[src/shared/pdb_regs.vh]
// constants of the dead-band stage: field widths, reset values, codes
// assumes inclusion by the dead-band logic files only
`ifndef PDB_REGS_VH
`define PDB_REGS_VH

// ============================================================
// dead-time counters and registers
`define PDB_DT_W 8
`define PDB_DT_MSB 7
`define PDB_DT_RST 8'h00
`define PDB_DT_ZERO 8'h00
`define PDB_DT_ONE 8'h01

// ============================================================
// prescaler select codes and divider counter
`define PDB_PS_W 2
`define PDB_PS_DIV1 2'h0
`define PDB_PS_DIV2 2'h1
`define PDB_PS_DIV4 2'h2
`define PDB_PS_DIV8 2'h3
`define PDB_PS_CNT_W 3
`define PDB_PS_CNT_RST 3'h0
`define PDB_PS_CNT_ONE 3'h1
`define PDB_PS_MASK1 3'h0
`define PDB_PS_MASK2 3'h1
`define PDB_PS_MASK4 3'h3
`define PDB_PS_MASK8 3'h7

// ============================================================
// channel states
`define PDB_ST_W 2
`define PDB_ST_IDLE 2'h0
`define PDB_ST_RISE 2'h1
`define PDB_ST_FALL 2'h2

`endif

[src/logic/pdb_prescale.v]
// controller clock prescaler: one-cycle enable pulse at clk/1,2,4,8
// assumes clk is the selected source clock and sel is quasi-static
`timescale 1ns/100ps
`default_nettype none
`include "pdb_regs.vh"

module pdb_prescale (
    input wire clk, // source clock, 40 MHz
    input wire sys_rst, // asynchronous reset, active high
    input wire [`PDB_PS_W-1:0] sel, // divide select 1,2,4,8
    output wire tick // one-cycle controller clock enable
);

    reg [`PDB_PS_CNT_W-1:0] cnt_q;
    reg [`PDB_PS_CNT_W-1:0] mask;

    // ============================================================
    // divider
    always @* begin
        case (sel)
            `PDB_PS_DIV1: mask = `PDB_PS_MASK1; // RULE15
            `PDB_PS_DIV2: mask = `PDB_PS_MASK2; // RULE15
            `PDB_PS_DIV4: mask = `PDB_PS_MASK4; // RULE15
            `PDB_PS_DIV8: mask = `PDB_PS_MASK8; // RULE15
            default: mask = `PDB_PS_MASK1;
        endcase
    end

    // free-running count; a select change may shorten one period
    always @(posedge clk or posedge sys_rst) begin
        if (sys_rst) begin
            cnt_q <= `PDB_PS_CNT_RST;
        end else begin
            cnt_q <= cnt_q + `PDB_PS_CNT_ONE;
        end
    end

    assign tick = ((cnt_q & mask) == mask); // RULE15

endmodule
`default_nettype wire

[src/logic/pdb_dead_band.v]
// dead-band insertion stage of a switch-mode pwm controller
// assumes edge and period events are one-cycle pulses synchronous to clk
//
// Overview of operation
// RULE1 - dead time only in complementary or direction-change modes
// RULE2 - two independent 8-bit dead-time counters
// RULE3 - rising event delays primary turn-on
// RULE4 - falling event delays complementary turn-on
// RULE5 - rising time applied at period after load
// RULE6 - falling time applied at period after load
// RULE7 - rising insertion gated by its enable
// RULE8 - falling insertion gated by its enable
// RULE9 - enable changes act immediately
// RULE10 - counters advance on each controller clock
// RULE11 - async events may add one clock
// RULE12 - falling during rising count: switch, suppress primary
// RULE13 - rising during falling count: switch, suppress complementary
// RULE14 - same edge restarts count, outputs frozen
// RULE15 - controller clock is source divided 1,2,4,8
// RULE16 - delay equals programmed count, zero adds none
`timescale 1ns/100ps
`default_nettype none
`include "pdb_regs.vh"

module pdb_dead_band (
    input wire clk, // 40 MHz source clock
    input wire sys_rst, // asynchronous reset, active high
    input wire ctrl_enable, // controller enabled
    input wire comp_mode, // complementary-drive mode selected
    input wire bridge_dir_change, // full-bridge direction change in progress
    input wire rising_dead_time_enable, // rising insertion enable
    input wire falling_dead_time_enable, // falling insertion enable
    input wire [`PDB_PS_W-1:0] prescale_sel, // controller clock divide select
    input wire rise_event, // rising edge event pulse
    input wire fall_event, // falling edge event pulse
    input wire period_event, // period event pulse
    input wire load_request_bit, // load request set pulse
    input wire rise_dt_we, // write strobe, rising dead time
    input wire fall_dt_we, // write strobe, falling dead time
    input wire [`PDB_DT_MSB:0] dt_wdata, // write data for both registers
    output reg primary_out, // primary switch drive
    output reg compl_out, // complementary switch drive
    output reg [`PDB_DT_MSB:0] rising_dead_time_reg, // written rising value
    output reg [`PDB_DT_MSB:0] falling_dead_time_reg, // written falling value
    output reg [`PDB_DT_MSB:0] rise_dt_active, // rising value in use
    output reg [`PDB_DT_MSB:0] fall_dt_active, // falling value in use
    output reg load_pending, // load request awaiting period
    output wire rise_counting, // rising dead-time count running
    output wire fall_counting // falling dead-time count running
);

    // ============================================================
    // declarations
    wire ctl_tick;
    reg [`PDB_ST_W-1:0] state_q;
    wire [1:0] ch_enable;
    wire [1:0] ch_restart;
    wire [1:0] ch_busy;
    wire [1:0] ch_ins;
    wire [1:0] ch_done;
    wire [`PDB_DT_MSB:0] ch_limit [0:1];
    genvar gi;
    reg frozen_q;
    wire dt_allowed;
    wire rise_ins;
    wire fall_ins;
    wire rise_done;
    wire fall_done;
    wire apply_load;

    // true when the count about to be reached closes the dead time
    function cnt_expired;
        input [`PDB_DT_MSB:0] cnt;
        input [`PDB_DT_MSB:0] limit;
        begin
            cnt_expired = ((cnt + `PDB_DT_ONE) == limit);
        end
    endfunction

    // state decode shared by both channels
    function in_state;
        input [`PDB_ST_W-1:0] st;
        input [`PDB_ST_W-1:0] code;
        begin
            in_state = (st == code);
        end
    endfunction

    // ============================================================
    // controller clock
    pdb_prescale u_prescale (
        .clk(clk),
        .sys_rst(sys_rst),
        .sel(prescale_sel),
        .tick(ctl_tick)
    );

    // ============================================================
    // time registers with buffered update
    // set wins over clear: a load request landing on the period
    // event itself stays pending for the next period
    assign apply_load = period_event & load_pending & ~load_request_bit;

    // written values stand apart from the ones in use, so a write while
    // enabled cannot disturb the running waveform
    always @(posedge clk or posedge sys_rst) begin
        if (sys_rst) begin
            rising_dead_time_reg <= `PDB_DT_RST;
            falling_dead_time_reg <= `PDB_DT_RST;
        end else begin
            if (rise_dt_we) begin
                rising_dead_time_reg <= dt_wdata;
            end
            if (fall_dt_we) begin
                falling_dead_time_reg <= dt_wdata;
            end
        end
    end

    always @(posedge clk or posedge sys_rst) begin
        if (sys_rst) begin
            rise_dt_active <= `PDB_DT_RST;
            fall_dt_active <= `PDB_DT_RST;
            load_pending <= 1'b0;
        end else begin
            if (load_request_bit) begin
                load_pending <= 1'b1;
            end else if (apply_load || !ctrl_enable) begin
                load_pending <= 1'b0;
            end
            // while disabled the written value is taken at once
            if (!ctrl_enable) begin
                rise_dt_active <= rising_dead_time_reg;
                fall_dt_active <= falling_dead_time_reg;
            end else if (apply_load) begin
                rise_dt_active <= rising_dead_time_reg; // RULE5
                fall_dt_active <= falling_dead_time_reg; // RULE6
            end
        end
    end

    // ============================================================
    // insertion qualifiers, combinational so enables act at once
    assign dt_allowed = comp_mode | bridge_dir_change; // RULE1
    assign ch_enable[0] = rising_dead_time_enable; // RULE7
    assign ch_enable[1] = falling_dead_time_enable; // RULE8
    assign ch_limit[0] = rise_dt_active;
    assign ch_limit[1] = fall_dt_active;
    assign ch_busy[0] = in_state(state_q, `PDB_ST_RISE);
    assign ch_busy[1] = in_state(state_q, `PDB_ST_FALL);
    // a rising event wins when both edges land in one cycle
    assign ch_restart[0] = rise_event; // RULE2
    assign ch_restart[1] = fall_event & ~rise_event; // RULE2

    // ============================================================
    // dead-time channels: index 0 serves rising, 1 falling edges
    generate
        for (gi = 0; gi < 2; gi = gi + 1) begin : g_chan
            reg [`PDB_DT_MSB:0] cnt_q;
            // zero count means no deliberate delay; enables act at once
            assign ch_ins[gi] = dt_allowed & ch_enable[gi]
                & (ch_limit[gi] != `PDB_DT_ZERO); // RULE9 RULE16
            // a count ends on its last tick, or at once when insertion
            // is lost
            assign ch_done[gi] = ch_busy[gi] & (~ch_ins[gi]
                | (ctl_tick & cnt_expired(cnt_q, ch_limit[gi])));
            // events are only seen at clk, yet counts step on the slower
            // tick; the phase between them adds up to one controller clock
            // of jitter
            always @(posedge clk or posedge sys_rst) begin
                if (sys_rst) begin
                    cnt_q <= `PDB_DT_RST;
                end else if (ch_restart[gi]) begin
                    cnt_q <= `PDB_DT_RST; // RULE11
                end else if (ctl_tick && ch_busy[gi]) begin
                    cnt_q <= cnt_q + `PDB_DT_ONE; // RULE10
                end
            end
        end
    endgenerate

    assign rise_ins = ch_ins[0];
    assign fall_ins = ch_ins[1];
    assign rise_done = ch_done[0]; // RULE3
    assign fall_done = ch_done[1]; // RULE4
    assign rise_counting = ch_busy[0];
    assign fall_counting = ch_busy[1];

    // ============================================================
    // output control
    // a rising event wins when both edges arrive in one cycle
    always @(posedge clk or posedge sys_rst) begin
        if (sys_rst) begin
            state_q <= `PDB_ST_IDLE;
            primary_out <= 1'b0;
            compl_out <= 1'b0;
            frozen_q <= 1'b0;
        end else if (rise_event) begin
            case (state_q)
                `PDB_ST_RISE: begin
                    // outputs hold while the count restarts
                    frozen_q <= 1'b1; // RULE14
                    if (!rise_ins) begin
                        state_q <= `PDB_ST_IDLE;
                        primary_out <= 1'b1;
                        compl_out <= 1'b0;
                        frozen_q <= 1'b0;
                    end
                end
                `PDB_ST_FALL: begin
                    // complementary stays off, switch to rising count
                    compl_out <= 1'b0; // RULE13
                    frozen_q <= 1'b0;
                    if (rise_ins) begin
                        state_q <= `PDB_ST_RISE; // RULE13
                        primary_out <= 1'b0;
                    end else begin
                        state_q <= `PDB_ST_IDLE;
                        primary_out <= 1'b1;
                    end
                end
                default: begin
                    compl_out <= 1'b0; // RULE3
                    frozen_q <= 1'b0;
                    if (rise_ins) begin
                        state_q <= `PDB_ST_RISE; // RULE3
                        primary_out <= 1'b0;
                    end else begin
                        state_q <= `PDB_ST_IDLE;
                        primary_out <= 1'b1; // RULE16
                    end
                end
            endcase
        end else if (fall_event) begin
            case (state_q)
                `PDB_ST_FALL: begin
                    frozen_q <= 1'b1; // RULE14
                    if (!fall_ins) begin
                        state_q <= `PDB_ST_IDLE;
                        primary_out <= 1'b0;
                        compl_out <= comp_mode;
                        frozen_q <= 1'b0;
                    end
                end
                `PDB_ST_RISE: begin
                    // primary stays off, switch to falling count
                    primary_out <= 1'b0; // RULE12
                    frozen_q <= 1'b0;
                    if (fall_ins) begin
                        state_q <= `PDB_ST_FALL; // RULE12
                        compl_out <= 1'b0;
                    end else begin
                        state_q <= `PDB_ST_IDLE;
                        compl_out <= comp_mode;
                    end
                end
                default: begin
                    primary_out <= 1'b0; // RULE4
                    frozen_q <= 1'b0;
                    if (fall_ins) begin
                        state_q <= `PDB_ST_FALL; // RULE4
                        compl_out <= 1'b0;
                    end else begin
                        state_q <= `PDB_ST_IDLE;
                        compl_out <= comp_mode; // RULE16
                    end
                end
            endcase
        end else begin
            case (state_q)
                `PDB_ST_RISE: begin
                    if (rise_done) begin
                        // normal control resumes after a frozen restart
                        state_q <= `PDB_ST_IDLE; // RULE14
                        primary_out <= 1'b1; // RULE3
                        compl_out <= 1'b0;
                        frozen_q <= 1'b0;
                    end
                end
                `PDB_ST_FALL: begin
                    if (fall_done) begin
                        state_q <= `PDB_ST_IDLE; // RULE14
                        primary_out <= 1'b0;
                        compl_out <= comp_mode; // RULE4
                        frozen_q <= 1'b0;
                    end
                end
                default: begin
                    state_q <= `PDB_ST_IDLE;
                    frozen_q <= 1'b0;
                    // leaving complementary mode drops the second drive
                    if (!comp_mode) begin
                        compl_out <= 1'b0;
                    end
                end
            endcase
        end
    end

endmodule
`default_nettype wire

[config.mk]
export PLATFORM = sky130hd
export DESIGN_NAME = pdb_dead_band
export DESIGN_NICKNAME = d
export VERILOG_FILES = /design/src/logic/pdb_prescale.v /design/src/logic/pdb_dead_band.v
export VERILOG_INCLUDE_DIRS = /design/src /design/src/shared
export SDC_FILE = /design/constraint.sdc
export NUM_CORES = 1
export LEC_CHECK = 0
export BUFFER_PORTS_ARGS = -buffer_cell sky130_fd_sc_hd__buf_2
export CAP_MARGIN = 5
export CORE_ASPECT_RATIO = 1.2
export CORE_UTILIZATION = 35
export CTS_CLUSTER_DIAMETER = 120
export CTS_CLUSTER_SIZE = 30
export DETAILED_ROUTE_END_ITERATION = 10
export GPL_ROUTABILITY_DRIVEN = 1
export PLACE_DENSITY_LB_ADDON = 0.1
export SKIP_CTS_REPAIR_TIMING = 1
export SLEW_MARGIN = 15
export SYNTH_ARGS = -nofsm -noshare
export SYNTH_HDL_FRONTEND = slang
export SYNTH_HIERARCHICAL = 1
export SYNTH_SLANG_ARGS = --single-unit
[constraint.sdc]
create_clock -name clk -period 3.2 [get_ports clk]
set_input_delay 0.64 -clock clk [delete_from_list [all_inputs] [get_ports clk]]
set_output_delay 0.64 -clock clk [all_outputs]
set_load 0.01 [all_outputs]
-- Yosys cells after proc, flatten, opt, wreduce, memory -nomap -nowiden
Cells that the tools add are included.
- flip-flop bits (word level): 56
- input port bits: 23
- output and inout port bits: 37
- word-level logic and storage cells: 104
- $add $sub $neg: 3
- equal/unequal tests: 14
- muxes and demuxes: 43
- bitwise operators: 19
- reduce and logical (&&, ||, !) cells: 14
- operator list (operator ; number):
    8-bit 2-to-1 mux ; 8
    1-bit 2-to-1 mux ; 22
    2-bit 2-to-1 mux ; 9
    8-bit by 1-bit adder with 8-bit output (second input constant) ; 2
    8-bit == test ; 2
    8-bit nonzero test ; 2
    3-bit case mux with 4 select lines ; 1
    1-bit AND ; 11
    5-bit AND reduction ; 2
    4-bit by 3-bit inequality test with 1-bit output (second input constant) ; 2
    2-bit == test (second input constant) ; 3
    2-bit nonzero test ; 3
    5-bit by 1-bit inequality test with 1-bit output (second input constant) ; 1
    2-bit by 1-bit == test with 1-bit output (second input constant) ; 2
    4-bit inequality test (second input constant) ; 1
    1-bit NOT ; 4
    1-bit case mux with 2 select lines ; 2
    2-bit case mux with 2 select lines ; 1
    4-bit AND reduction ; 1
    4-bit nonzero test ; 1
    3-bit by 1-bit adder with 3-bit output (second input constant) ; 1
    3-bit AND ; 1
    3-bit == test ; 1
    3-bit inequality test (second input constant) ; 1
    6 further kinds ; 9

-- Logic depth before layout (Yosys ltp)
- depth in word-level cells: 11
- depth in mapped cells: 8
- gate-level depth less buffers: 8

-- Cells and area by module
The synthesis kept the hierarchy.
- by module, submodules not included (module ; times used ; cells an instance ; area an instance (sq um)):
    pdb_dead_band ; 1 ; 249 ; 2748.9
    pdb_prescale ; 1 ; 11 ; 137.6

-- Least setup slack after synthesis
Ideal clock, no wire load.
- path kind: input-to-reg
- from: in prescale_sel[0]
- to: reg compl_out
- setup time: 134 ps
- data arrival time: 2232 ps
- path slack: 835 ps
- stages on the path: 8
- path buffers: 0
- cells stage by stage: nor2b_2 > o221ai_2 > nor4b_1 > o211ai_1 > a311oi_1 > o22ai_2 > o31ai_1 > o41ai_1
- cells in the longest elaborated chain, start to end: 9
- ends and longest elaborated chain (what ; line ; RTL):
    start: declaration ; pdb_dead_band.v:33 ; input wire [`PDB_PS_W-1:0] prescale_sel,
    2-bit == test, or another cell as far along ; pdb_prescale.v:20 ; case (sel)
    3-bit case mux with 4 select lines * ; pdb_prescale.v:20 ;
    3-bit AND ; pdb_prescale.v:38 ; assign tick = ((cnt_q & mask) == mask);
    3-bit == test * ; pdb_prescale.v:38 ;
    net ctl_tick ; pdb_dead_band.v:54 ; wire ctl_tick;
    1-bit AND ; pdb_dead_band.v:166 ; | (ctl_tick & cnt_expired(cnt_q, ch_limit[gi])));
    1-bit bitwise OR ; pdb_dead_band.v:166 ;
    1-bit AND ; pdb_dead_band.v:165 ; assign ch_done[gi] = ch_busy[gi] & (~ch_ins[gi]
    4-bit by 3-bit inequality test with 1-bit output (no line) ; n/a ;
    5-bit AND reduction (no line) * ; n/a ;
    end signal: assignment ; pdb_dead_band.v:241 ; compl_out <= comp_mode;
    end signal: assignment ; pdb_dead_band.v:254 ; compl_out <= comp_mode;
    end signal: assignment ; pdb_dead_band.v:265 ; compl_out <= comp_mode;
    end: declaration ; pdb_dead_band.v:42 ; output reg compl_out,
Mark *: on every way through the listed nets, which the timed path passes. The rest lies on a longest branch.
A chain may end at the register's enable or synchronous reset.

-- Worst setup path after layout
- from: reg g_chan[0].cnt_q[0]
- to: reg compl_out
- cells in the longest elaborated chain, start to end: 7
- ends and longest elaborated chain (what ; line ; RTL):
    start: declaration ; pdb_dead_band.v:159 ; reg [`PDB_DT_MSB:0] cnt_q;
    start signal: assignment ; pdb_dead_band.v:172 ; cnt_q <= `PDB_DT_RST;
    start signal: assignment ; pdb_dead_band.v:174 ; cnt_q <= `PDB_DT_RST;
    start signal: assignment ; pdb_dead_band.v:176 ; cnt_q <= cnt_q + `PDB_DT_ONE;
    8-bit by 1-bit adder with 8-bit output (no line) ; n/a ;
    8-bit == test ; pdb_dead_band.v:76 ; cnt_expired = ((cnt + `PDB_DT_ONE) == limit);
    1-bit AND ; pdb_dead_band.v:166 ;
    1-bit bitwise OR ; pdb_dead_band.v:166 ;
    1-bit AND ; pdb_dead_band.v:165 ;
    4-bit by 3-bit inequality test with 1-bit output (no line) ; n/a ;
    5-bit AND reduction (no line) ; n/a ;
No other way between the ends.

==> impl_metrics.json <==
{
  "clockBufferDepth": 2,
  "vias": 2213,
  "slowest_stage": "dfrtp_1",
  "multiInputGateArea_sq_mm": 0.00143,
  "setup_violations": 0,
  "n_antenna_cell": 0,
  "synth-edff-count": 0,
  "violations": "DRC",
  "crit_type": "reg -> reg",
  "drv_cap": 0,
  "finalNonFillerCells": 415,
  "clk_latency_ns": 0.32,
  "peakVddDrop_mv": 0.237,
  "portBuffers": 59,
  "rsz0062_at_grt": "false",
  "grt_pass1_wl_um": 11400,
  "ys_ff_latch": 56,
  "layout.nets": 350,
  "path_delay_family": "compound AO/OA/AOI/OAI gates",
  "finClkSkew_ns": 0.00705,
  "fill_cells": 794,
  "chipHeight_um": 101,
  "io_pins": 60,
  "end_kind": "register",
  "grt_max_degree": 32,
  "hpwl_um": 5070,
  "gp_congestion": 0.762,
  "slew_viol_final": 0,
  "crit_fanout": 8,
  "synth_ff_type": "dfrtp_1",
  "dieArea_sq_mm": 0.00862,
  "cts.sinks": 56,
  "rows": 35,
  "drcViolationCount": 3,
  "wl_um": 6850,
  "synth_nets": 288,
  "fin_crit_sh_pct": 82.3,
  "die_w_um": 84.9,
  "drive_above_1_share_pct": 35.0,
  "required_ns": 3.40,
  "outcome": "finished, violations left",
  "tns_ns": 0,
  "grt_overflow": 0,
  "first_pass_iters": 7,
  "cp.arrival_ns": 2.83,
  "avgRoutedWirePerCell_um": 16.5,
  "rrSetupSlack_ns": 0.57,
  "p_leak_nw": 1.50,
  "clock_tree.htree_level_count": 2,
  "worst_pin_slew_ns": 0.693,
  "core-area_sq_mm": 0.00784,
  "synth_area_sq_mm": 0.00289,
  "syn_inst": 260,
  "hold_viol": 0,
  "synth.avg_cell_area_sq_um": 11.1,
  "clkSlewWorstSetupHoldPaths_ns": 0.11,
  "worstSetupStartpointType": "register",
  "areaGrowthSynthToFinish_pct": 18.2,
  "path_buf_inv": 0,
  "largest_register_ffs": 16,
  "start_util_pct": 36.8,
  "dp_cells": 407,
  "fin_crit_ns": 2.63,
  "grt_pass1_vias": 2179,
  "largest-register": "g_chan.cnt_q",
  "yosysWarnings": 6,
  "yosysSeqAreaShare_pct": 48.5,
  "ant_nets": 0,
  "timing.fmax_mhz": 380,
  "via_per_inst": 5.33,
  "cts_root_buf": "clkbuf_8",
  "cellPowerDensity_mw_per_mm2": 482,
  "cts_buffers": 5,
  "synth_cell_types": 51,
  "drtIter0Drc": 70,
  "antenna_found_initial": 0,
  "gr-usage-all-layers_pct": 17.1,
  "reg2reg_depth": 8,
  "cp_cell_sequence": "ha_1, nand3_1, a2111oi_0, o211ai_1, a211oi_2, o22ai_2, o31ai_1, o41ai_1",
  "hold_path_class": "in -> async",
  "maxSlewHeadroom_pct": 53.7,
  "dp_slack_ns": 0.571,
  "final.setup.worst_slack_ns": 0.566,
  "critPathMaxStageDelay_ns": 0.51,
  "cp_num_cells": 8,
  "synthArstFlopShare_pct": 100,
  "cts_tree": "built",
  "seqCellArea_sq_mm": 0.00140
}
per-layer routing:
metal  track usage, %  part of all wire (%)
met5                0                     0
met2             27.6                    46
met3             3.50                   4.9
met1             23.6                    48
met4             4.69                   1.0
cell usage after synthesis, types with 2 or more instances:
library cell   n  area (sq um)
nand3b_1       3          22.5
or4_1          2          15.0
nand3_1        9          45.0
nor3b_1        2          15.0
clkbuf_1       7          26.3
inv_1          7          26.3
ha_1           5          62.6
and3_1         3          18.8
and2_1         2          12.5
o31ai_1        2          15.0
o21ai_0       10          50.1
nor2_1        17          63.8
xnor2_1       15           131
nor4_1         3          18.8
or3_1          4          25.0
mux2_2        33           372
xor2_1        14           123
nor4b_1        2          17.5
a21oi_1       10          50.1
nand4_1        2          12.5
nand4bb_1      2          22.5
nor3_1         6          30.0
dfrtp_1       56          1400
nor2b_1        2          12.5
nand2_1       13          48.8
o211ai_1       4          30.0
logic make-up after synthesis:
family	after synthesis	share of synthesized area (%)
fa+ha+maj	5	2.17
xor+xnor	29	8.80
flops	56	48.5
simple gates	79	15.2
buf+inv	15	2.08
mux	33	12.9
compound gates	43	10.3
cell type report:
type,count,share of cell area (%)
tap,92,3.37
clock inverter,3,1.47
inverter,7,0.770
multi-input combinational,189,41.8
clock buffer,5,2.02
timing repair buffer,63,9.53
sequential,56,41.1
where the power goes:
group          internal [mW]  switching [mW]  leakage, nW  total (mW)
logic                  0.148           0.148        0.738       0.297
registers              0.767          0.0757        0.699       0.842
clock network          0.242           0.263       0.0607       0.505
total                   1.16           0.487         1.50        1.64
final timing paths:
kind	to	startpoint
min in group clk	u_prescale/cnt_q[0]	u_prescale/cnt_q[0]
min reg2reg	u_prescale/cnt_q[0]	u_prescale/cnt_q[0]
max reg2reg	compl_out	g_chan[0].cnt_q[0]
max	compl_out	g_chan[0].cnt_q[0]
max in group asynchronous	g_chan[0].cnt_q[4]	sys_rst
min	u_prescale/cnt_q[2]	sys_rst
metrics by stage:
step                area (sq um)  power, mW  hold WS (ns)  utilization (%)
global route                3410       1.73         0.196             43.5
CTS                         3410       1.67         0.187             43.5
finish                      3410       1.64         0.191             43.5
floorplan                   2890       1.02         0.394                -
detailed placement          3290       1.16         0.472             42.0
global placement            3290       1.16         0.472             42.0
cell usage in the layout (no fill, tap or decap), types with 4 or more instances in the layout:
cell type,Yosys,routed
dfrtp_1,56,56
ha_1,5,5
buf_4,1,4
inv_1,7,6
o211ai_1,4,4
nand3_1,9,9
buf_2,0,59
nor2_1,17,17
nand2_1,13,13
mux2_2,33,33
or3_1,4,4
nor3_1,6,6
clkbuf_8,0,5
xor2_1,14,14
o21ai_0,10,10
xnor2_1,15,15
a21oi_1,10,10
worst reg2reg max path, cell delays in order, from the launching register on:
cell,delay (ns)
dfrtp_1,0.51
ha_1,0.32
nand3_1,0.26
a2111oi_0,0.47
o211ai_1,0.16
a211oi_2,0.28
o22ai_2,0.18
o31ai_1,0.26
o41ai_1,0.10
(Power assumes the default switching activity.)
